## src/hdl/tshsp_consts.vh

```
// Purpose: Constants for the touch sensor host serial port
// Assumes: 200 MHz core clock
// Notes: Offsets are word addresses; each word holds byte 0 and byte 1
`ifndef TSHSP_CONSTS_VH
`define TSHSP_CONSTS_VH

// ****************************************************************
// Slave address
// ****************************************************************
`define TSHSP_ADDR_BASE 7'h44
`define TSHSP_ADDR_SEL_W 2

// ****************************************************************
// Register map (word address, byte lane)
// ****************************************************************
`define TSHSP_SYSFLAGS_WORD 8'h01
`define TSHSP_EVMASK_WORD 8'h82
`define TSHSP_WAITTO_WORD 8'h83
`define TSHSP_SHOW_RESET_BIT 7
`define TSHSP_SYSFLAGS_RST 8'h80
`define TSHSP_EVMASK_RST 8'hFF
`define TSHSP_WAITTO_RST 8'h04

// ****************************************************************
// Timing
// ****************************************************************
`define TSHSP_CLK_PERIOD_NS 5
`define TSHSP_WAIT_STEP_US 640
`define TSHSP_STALL_MS 62
`define TSHSP_WAIT_STEP_CYC ((`TSHSP_WAIT_STEP_US * 1000) / `TSHSP_CLK_PERIOD_NS)
`define TSHSP_STALL_CYC ((`TSHSP_STALL_MS * 1000000) / `TSHSP_CLK_PERIOD_NS)
`define TSHSP_TIMER_W 26
`define TSHSP_RELEASE_GUARD 3

`endif

```

## src/hdl/tshsp_port.v

```verilog
// Purpose: Host serial port of a touch controller: two-wire slave plus ready line
// Assumes: 200 MHz clk, synchronous active-high srst, open-drain pins outside
// Notes: Pointer byte selects a word; byte 0 then byte 1 follow in order
`timescale 1ns/1ps
`include "tshsp_consts.vh"
module tshsp_port #(
    parameter [17:0] WAIT_STEP_CYC = `TSHSP_WAIT_STEP_CYC,
    parameter [23:0] STALL_CYC = `TSHSP_STALL_CYC
) (
    input wire clk,
    input wire srst,
    input wire scl_i,
    input wire sda_i,
    output wire sda_o,
    output reg sda_oe,
    input wire rdy_i,
    output wire rdy_o,
    output wire rdy_oe,
    input wire addr_select_otp_msb,
    input wire addr_select_otp_lsb,
    input wire event_mode,
    input wire conv_done,
    input wire [7:0] conv_events,
    output reg window_open,
    output reg resume_conv,
    output reg discard_results
);
    // ****************************************************************
    // States
    // ****************************************************************
    localparam [4:0] ST_IDLE = 5'h01;
    localparam [4:0] ST_ADDR = 5'h02;
    localparam [4:0] ST_PTR = 5'h04;
    localparam [4:0] ST_WDATA = 5'h08;
    localparam [4:0] ST_RDATA = 5'h10;

    reg [4:0] state;
    reg [3:0] bit_cnt;
    reg ack_phase;
    reg [7:0] shift_in;
    reg [7:0] tx_byte;
    reg master_nack;
    reg [8:0] ptr;
    reg [7:0] sys_flags;
    reg [7:0] event_latch;
    reg [7:0] event_mask;
    reg [7:0] wait_field;
    reg [6:0] own_addr;
    reg strap_taken;
    reg host_req;
    reg [`TSHSP_RELEASE_GUARD-1:0] open_hist;
    reg scl_d;
    reg sda_d;
    reg [7:0] rd_byte;
    reg wr_en;
    reg wait_start;
    reg stall_start;
    wire [2:0] pins_s;
    wire scl_s;
    wire sda_s;
    wire rdy_s;
    wire scl_rise;
    wire scl_fall;
    wire start_cond;
    wire stop_cond;
    wire wait_exp;
    wire stall_exp;
    wire stall_run;
    wire open_req;
    wire [25:0] wait_load;
    wire [8:0] ptr_next;

    // ****************************************************************
    // Pin capture and bus conditions
    // ****************************************************************
    tshsp_sync #(
        .W(3),
        .INIT(3'h7)
    ) u_sync (
        .clk(clk),
        .srst(srst),
        .async_in({scl_i, sda_i, rdy_i}),
        .sync_out(pins_s)
    );

    assign scl_s = pins_s[2];
    assign sda_s = pins_s[1];
    assign rdy_s = pins_s[0];

    // Delayed copies for edge detection
    always @(posedge clk) begin
        if (srst) begin
            scl_d <= 1'b1;
            sda_d <= 1'b1;
        end else begin
            scl_d <= scl_s;
            sda_d <= sda_s;
        end
    end

    assign scl_rise = scl_s & ~scl_d;
    assign scl_fall = ~scl_s & scl_d;
    assign start_cond = scl_s & scl_d & sda_d & ~sda_s;
    assign stop_cond = scl_s & scl_d & ~sda_d & sda_s;

    // Open-drain pins only ever pull low
    assign sda_o = 1'b0;
    assign rdy_o = 1'b0;
    assign rdy_oe = window_open;

    // ****************************************************************
    // Address strap
    // ****************************************************************
    // catch OTP select after reset release
    always @(posedge clk) begin
        if (srst) begin
            strap_taken <= 1'b0;
            own_addr <= `TSHSP_ADDR_BASE;
        end else if (!strap_taken) begin
            strap_taken <= 1'b1;
            own_addr <= `TSHSP_ADDR_BASE
                | {5'h00, addr_select_otp_msb, addr_select_otp_lsb};
        end
    end

    // ****************************************************************
    // Register read mux
    // ****************************************************************
    assign ptr_next = ptr + 9'h001;

    // Byte addressed by the pointer; unmapped reads give zero
    always @* begin
        rd_byte = 8'h00;
        case (ptr)
            {`TSHSP_SYSFLAGS_WORD, 1'b0}: rd_byte = sys_flags;
            {`TSHSP_SYSFLAGS_WORD, 1'b1}: rd_byte = event_latch;
            {`TSHSP_EVMASK_WORD, 1'b0}: rd_byte = event_mask;
            {`TSHSP_WAITTO_WORD, 1'b1}: rd_byte = wait_field;
            default: rd_byte = 8'h00;
        endcase
    end

    // ****************************************************************
    // Slave state machine
    // ****************************************************************
    always @(posedge clk) begin
        if (srst) begin
            state <= ST_IDLE;
            bit_cnt <= 4'h0;
            ack_phase <= 1'b0;
            shift_in <= 8'h00;
            tx_byte <= 8'h00;
            master_nack <= 1'b0;
            ptr <= 9'h000;
            sda_oe <= 1'b0;
            wr_en <= 1'b0;
        end else begin
            wr_en <= 1'b0;
            if (stop_cond || stall_exp) begin
                state <= ST_IDLE;
                sda_oe <= 1'b0;
                ack_phase <= 1'b0;
            end else if (start_cond) begin
                state <= ST_ADDR;
                bit_cnt <= 4'h0;
                ack_phase <= 1'b0;
                sda_oe <= 1'b0;
            end else if (state != ST_IDLE) begin
                if (scl_rise) begin
                    if (bit_cnt != 4'h8) begin
                        shift_in <= {shift_in[6:0], sda_s};
                        bit_cnt <= bit_cnt + 4'h1;
                    end else begin
                        master_nack <= sda_s;
                    end
                end else if (scl_fall) begin
                    if (bit_cnt == 4'h8 && !ack_phase) begin
                        ack_phase <= 1'b1;
                        case (state)
                            ST_ADDR: begin
                                if (shift_in[7:1] == own_addr) begin
                                    sda_oe <= 1'b1;
                                end else begin
                                    state <= ST_IDLE;
                                    ack_phase <= 1'b0;
                                end
                            end
                            ST_PTR: begin
                                sda_oe <= 1'b1;
                                ptr <= {shift_in, 1'b0};
                            end
                            ST_WDATA: begin
                                sda_oe <= 1'b1;
                                wr_en <= 1'b1;
                            end
                            ST_RDATA: sda_oe <= 1'b0;
                            default: state <= ST_IDLE;
                        endcase
                    end else if (ack_phase) begin
                        ack_phase <= 1'b0;
                        bit_cnt <= 4'h0;
                        case (state)
                            ST_ADDR: begin
                                if (shift_in[0]) begin
                                    state <= ST_RDATA;
                                    tx_byte <= rd_byte;
                                    sda_oe <= ~rd_byte[7];
                                    ptr <= ptr_next;
                                end else begin
                                    state <= ST_PTR;
                                    sda_oe <= 1'b0;
                                end
                            end
                            ST_PTR: begin
                                state <= ST_WDATA;
                                sda_oe <= 1'b0;
                            end
                            ST_WDATA: begin
                                sda_oe <= 1'b0;
                                ptr <= ptr_next;
                            end
                            ST_RDATA: begin
                                if (master_nack) begin
                                    state <= ST_IDLE;
                                    sda_oe <= 1'b0;
                                end else begin
                                    tx_byte <= rd_byte;
                                    sda_oe <= ~rd_byte[7];
                                    ptr <= ptr_next;
                                end
                            end
                            default: state <= ST_IDLE;
                        endcase
                    end else if (state == ST_RDATA) begin
                        // Shift out the next data bit
                        sda_oe <= ~tx_byte[3'h7 - bit_cnt[2:0]];
                    end
                end
            end
        end
    end

    // ****************************************************************
    // Registers
    // ****************************************************************
    always @(posedge clk) begin
        if (srst) begin
            sys_flags <= `TSHSP_SYSFLAGS_RST;
            event_mask <= `TSHSP_EVMASK_RST;
            wait_field <= `TSHSP_WAITTO_RST;
            event_latch <= 8'h00;
        end else begin
            if (wr_en && ptr == {`TSHSP_EVMASK_WORD, 1'b0})
                event_mask <= shift_in;
            if (wr_en && ptr == {`TSHSP_WAITTO_WORD, 1'b1})
                wait_field <= shift_in;
            if (conv_done && !window_open)
                event_latch <= conv_events;
            // stall timeout sets flag, set wins
            if (stall_exp)
                sys_flags[`TSHSP_SHOW_RESET_BIT] <= 1'b1;
            else if (wr_en && ptr == {`TSHSP_SYSFLAGS_WORD, 1'b0}
                     && !shift_in[`TSHSP_SHOW_RESET_BIT])
                sys_flags[`TSHSP_SHOW_RESET_BIT] <= 1'b0;
        end
    end

    // ****************************************************************
    // Window control
    // ****************************************************************
    // streaming opens always; event mode needs unmasked event or host request
    // mask only matters in event mode
    assign open_req = conv_done && !window_open
        && (!event_mode || (|(conv_events & event_mask)) || host_req);

    // wait time in steps of the field
    assign wait_load = {18'h00000, wait_field} * {8'h00, WAIT_STEP_CYC};

    always @(posedge clk) begin
        if (srst) begin
            window_open <= 1'b0;
            host_req <= 1'b0;
            open_hist <= {`TSHSP_RELEASE_GUARD{1'b0}};
            resume_conv <= 1'b0;
            discard_results <= 1'b0;
            wait_start <= 1'b0;
            stall_start <= 1'b0;
        end else begin
            resume_conv <= 1'b0;
            discard_results <= 1'b0;
            wait_start <= 1'b0;
            stall_start <= start_cond && !stall_run;
            open_hist <= {open_hist[`TSHSP_RELEASE_GUARD-2:0], window_open};
            // host pulls ready low to request
            if (!window_open && open_hist == {`TSHSP_RELEASE_GUARD{1'b0}} && !rdy_s)
                host_req <= 1'b1;
            if (open_req) begin
                window_open <= 1'b1;
                host_req <= 1'b0;
                wait_start <= 1'b1;
            end else if (window_open && (stop_cond || stall_exp)) begin
                window_open <= 1'b0;
                resume_conv <= 1'b1;
            end else if (window_open && wait_exp) begin
                // no START in time: drop results
                window_open <= 1'b0;
                resume_conv <= 1'b1;
                discard_results <= 1'b1;
            end
        end
    end

    // ****************************************************************
    // Timers
    // ****************************************************************
    // wait timer stops at first START
    tshsp_timer #(
        .W(`TSHSP_TIMER_W)
    ) u_wait_timer (
        .clk(clk),
        .srst(srst),
        .start(wait_start),
        .stop(start_cond | ~window_open),
        .load(wait_load),
        .expired(wait_exp),
        .running()
    );

    tshsp_timer #(
        .W(`TSHSP_TIMER_W)
    ) u_stall_timer (
        .clk(clk),
        .srst(srst),
        .start(stall_start),
        .stop(stop_cond),
        .load({2'b00, STALL_CYC}),
        .expired(stall_exp),
        .running(stall_run)
    );
endmodule // tshsp_port

```

## src/hdl/tshsp_sync.v

```verilog
// Purpose: Two flip-flop synchroniser for pin inputs
// Assumes: Inputs are asynchronous levels
// Notes: Only the second stage may be read by other logic
`timescale 1ns/1ps
module tshsp_sync #(
    parameter W = 1,
    parameter [W-1:0] INIT = {W{1'b1}}
) (
    input wire clk,
    input wire srst,
    input wire [W-1:0] async_in,
    output reg [W-1:0] sync_out
);
    reg [W-1:0] stage1;

    // Two-stage capture
    always @(posedge clk) begin
        if (srst) begin
            stage1 <= INIT;
            sync_out <= INIT;
        end else begin
            stage1 <= async_in;
            sync_out <= stage1;
        end
    end
endmodule // tshsp_sync

```

## src/hdl/tshsp_timer.v

```verilog
// Purpose: One-shot down counter with a one-cycle expiry pulse
// Assumes: A load of zero behaves as one cycle
// Notes: Start wins over stop in the same cycle
`timescale 1ns/1ps
module tshsp_timer #(
    parameter W = 26
) (
    input wire clk,
    input wire srst,
    input wire start,
    input wire stop,
    input wire [W-1:0] load,
    output reg expired,
    output reg running
);
    reg [W-1:0] count;

    // Count down while running, pulse at the end
    always @(posedge clk) begin
        if (srst) begin
            count <= {W{1'b0}};
            running <= 1'b0;
            expired <= 1'b0;
        end else begin
            expired <= 1'b0;
            if (start) begin
                count <= load;
                running <= 1'b1;
            end else if (stop) begin
                running <= 1'b0;
            end else if (running) begin
                if (count <= {{(W-1){1'b0}}, 1'b1}) begin
                    running <= 1'b0;
                    expired <= 1'b1;
                end else begin
                    count <= count - {{(W-1){1'b0}}, 1'b1};
                end
            end
        end
    end
endmodule // tshsp_timer
```

## config.mk

```make
export PLATFORM = sky130hd
export DESIGN_NAME = tshsp_port
export DESIGN_NICKNAME = d
export VERILOG_FILES = /design/src/hdl/tshsp_port.v /design/src/hdl/tshsp_sync.v /design/src/hdl/tshsp_timer.v
export VERILOG_INCLUDE_DIRS = /design/src /design/src/hdl
export SDC_FILE = /design/constraint.sdc
export NUM_CORES = 1
export LEC_CHECK = 0
export ABC_AREA = 1
export BUFFER_PORTS_ARGS = -buffer_cell sky130_fd_sc_hd__buf_2
export CAP_MARGIN = 0
export CORE_UTILIZATION = 43
export DETAILED_ROUTE_END_ITERATION = 6
export MAX_ROUTING_LAYER = met4
export PLACE_DENSITY_LB_ADDON = 0.05
export SETUP_SLACK_MARGIN = 0.4
export SLEW_MARGIN = 25
export SYNTH_ARGS = -nofsm -noshare
export SYNTH_HDL_FRONTEND = slang
export SYNTH_SLANG_ARGS = --single-unit
```

## constraint.sdc

```tcl
create_clock -name clk -period 3.6 [get_ports clk]
set_clock_uncertainty 0.2 [all_clocks]
set_input_delay 0.36 -clock clk [delete_from_list [all_inputs] [get_ports clk]]
set_output_delay 0.36 -clock clk [all_outputs]
set_load 0.05 [all_outputs]
```

==> metrics.cfg <==
[status]
outcome = finished with violations
violations = design-rule violations, negative setup slack

[placement]
port_buffers = 21
dpl.hpwl_mm = 18.5
place_area_um2 = 9760
placedCellCount = 1644
gp_congestion = 0.914

[worst_hold_path]
hold_class = input port to register
holdPathStages = 3
hold_end = own_addr[0]
hold_start = addr_select_otp_lsb

[route]
drtPass1Iterations = 7
num_vias = 8565
antenna_left = 0
dr.first_iter.drc_count = 550
wl_per_cell_um = 14.4
drt-total-wl_mm = 24.2
drc = 7
viasPerCell = 5.09

[clocking]
clock_sinks = 139
tritoncts = yes
clock_latency_ns = 0.42
cts-root-buf = clkbuf_16
clockBufferDepth = 2
htree_levels = 4
clkTransAtPathRegs_ns = 0.06
cts_inserted_buffers = 17

[grt]
grt_pass1_vias = 7901
antenna_found_initial = 0
grt_use_met2 = 0.363
grt_use_met1 = 0.328
use_met3 = 0.0355
grt_pass1_wl_mm = 39.9
grt-busiest-layer = met2
grt_overflow_total = 0
grt_usage = 0.236
grt_max_degree = 46

[critical_path]
arrival_ns = 3.87
cp-end-kind = register
max_stage_delay_ns = 0.52
critPathTopFamily = adder cells
path_max_fanout = 4
worst_r2r_endpoint = u_wait_timer.count[22]
critPathLaunchType = register
crit_slowest_cell = fa_1
crit_start = wait_field[1]
ff2ff_path_depth = 16
critical_path_class = register to register
required_ns = 3.71
cp_cell_sequence = fa_1 > inv_1 > fa_1 > fa_1 > fa_1 > inv_2 > ha_4 > nand2_4 > nor2_2 > nand3_1 > nand3_1 > nand2_1 > nand3_1 > nand3_1 > nand2_1 > inv_1
cp_num_buf_inv = 3
reg2reg_from = wait_field[1]
ff2ff_setup_slack_ns = -0.15

[finish]
postLayoutCoreUtil = 0.506
synthToLayoutAreaGrowth_pct = 15.7
layoutNonFillerInstCount = 1683
drive_gt1_frac = 0.136
nets = 1484
fin_area_um2 = 10600

[logic_synthesis]
yosysWarnings = 0
yosysTopAreaCell = dfxtp_1
synth_seq_cells = 139
synth_ff_type = dfxtp_1
synth_compound_area_frac = 0.126
synth_fa_ha_area_frac = 0.117
netlist_instances = 1351
synth-edff-count = 0
synth.most_common_cell = nand2_1
synth_top_family_by_area = simple AND/OR/NAND/NOR gates
synthArstFlopShare = 0
avgSynthCellArea_um2 = 6.78
yosys.area_share.simple = 0.336
synth_seq_area_share = 0.304
syn_area_um2 = 9160
synthTopCellsByArea = dfxtp_1 30%, nand2_1 12%, nor2_1 7.8%, ha_1 7.1%, inv_1 6.8%
synth_top_cell_area_share = 0.304
ys_types = 49
synth.area.mux_share = 0
synth-xor-area-share = 0.0201
ys_top_cells_by_count = 290 x nand2_1, 190 x nor2_1, 167 x inv_1

[timing]
setup_ws_ns = -0.153
slew_headroom = 0.463
finalHoldViolations = 0
whs_ns = 0.0221
fmax_ghz = 0.266
rsz0062_at_grt = true
setup_viol = 8
period_share = 1.04
drv_slew = 0
period_needed_ns = 3.75
tns_ns = -0.749
tightest_slew_ns = 0.804

[pwr]
irDropWorstVdd_mv = 0.269
cellLeakagePower_uw = 0.00506
p_per_area_nw_per_um2 = 407

[die]
rows = 53
start_util = 0.437
fp.dieH_um = 148
die-area_um2 = 21900
io_pins = 24
floorplan.die.width_um = 148
core_area_um2 = 21000

[flow_run]
max-cap-violations = 0

==> where the power goes <==
group	total, uW	switching [uW]	internal, uW	leakage (uW)
clock	1950	715	1230	0.000307
sequential	1640	52.2	1580	0.00113
combinational	724	476	248	0.00363
==> layout make-up <==
class | instances | area [um2]
Fill cell | 2190 | 10400
Multi-Input combinational cell | 995 | 5720
Sequential cell | 139 | 2800
Inverter | 182 | 688
Clock buffer | 18 | 429
Timing Repair Buffer | 59 | 402
Tap cell | 275 | 344
Clock inverter | 14 | 218
Antenna cell | 1 | 2.50
==> cell usage in the layout (no fill, tap or decap), drive strengths merged, types with 5 or more instances in the layout <==
cell type	n
a31oi	11
clkinv	5
nand2	299
bufinv	5
buf	56
nand3	111
xnor2	8
clkbuf	18
o22ai	5
o211ai	15
nand4	31
inv	183
nor3	16
o21ai	85
nor2	209
a21oi	81
ha	52
nand3b	6
or2	10
fa	21
dfxtp	139
xor2	13
==> worst min-delay path: cells and delay by family <==
family,cells,cell delay [ns]
AO/OA/AOI/OAI,2,0.17
buffers and inverters,1,0.07
==> stage by stage <==
| step | setup slack (ns) | total power, uW |
|---|---|---|
| 2_1_floorplan | -0.00940 | 2230 |
| 3_3_place_gp | -0.152 | 2380 |
| 5_1_grt | -0.333 | 4520 |
| 4_1_cts | -0.120 | 4350 |
| 6_report | -0.153 | 4310 |
| 3_5_place_dp | -0.164 | 2380 |
==> registers in the layout, indices dropped and copies added (netlist names), 2 cells and up <==
register	cells
ptr	9
state	5
u_sync.sync_out	3
own_addr	2
tx_byte	8
wait_field	8
bit_cnt	4
u_stall_timer.count	26
u_wait_timer.count	26
shift_in	8
event_latch	8
open_hist	3
u_sync.stage1	3
event_mask	8
==> how the worst max path moves through the flow <==
stage                     depth (start not counted)                endpoint  slack, ns
after floorplan                                  15  u_wait_timer.count[24]     -0.009
after global placement                           15  u_wait_timer.count[24]      -0.15
after detailed placement                         16  u_wait_timer.count[24]      -0.16
after CTS                                        14  u_wait_timer.count[20]      -0.12
after global routing                             16  u_wait_timer.count[24]      -0.33
final                                            16  u_wait_timer.count[22]      -0.15
==> cell families after synthesis <==
group,Yosys count
buffers and inverters,218
and+or+nand+nor,688
adders and majority gates,73
DFF,139
xor gates and xnor gates,21
AOI/OAI and AO/OA,211
other,1
==> metal layers <==
metal  part of all wire  vias to the layer above
li1                   -                     4475
met1               0.51                     3931
met2               0.44                      146
met3              0.038                       13
met4             0.0092                        0
met5                  0                        -
==> timing repair <==
item | in CTS | in global routing
setup buffers | 2 | 1
resized for setup | 20 | 7
pin swaps | 15 | 2
hold buffers | 3 | 0
endpoints found under the hold margin | 3 | 0
cloned | 0 | 0
endpoints found under the setup margin | 10 | 10
(Power assumes the default switching activity.)
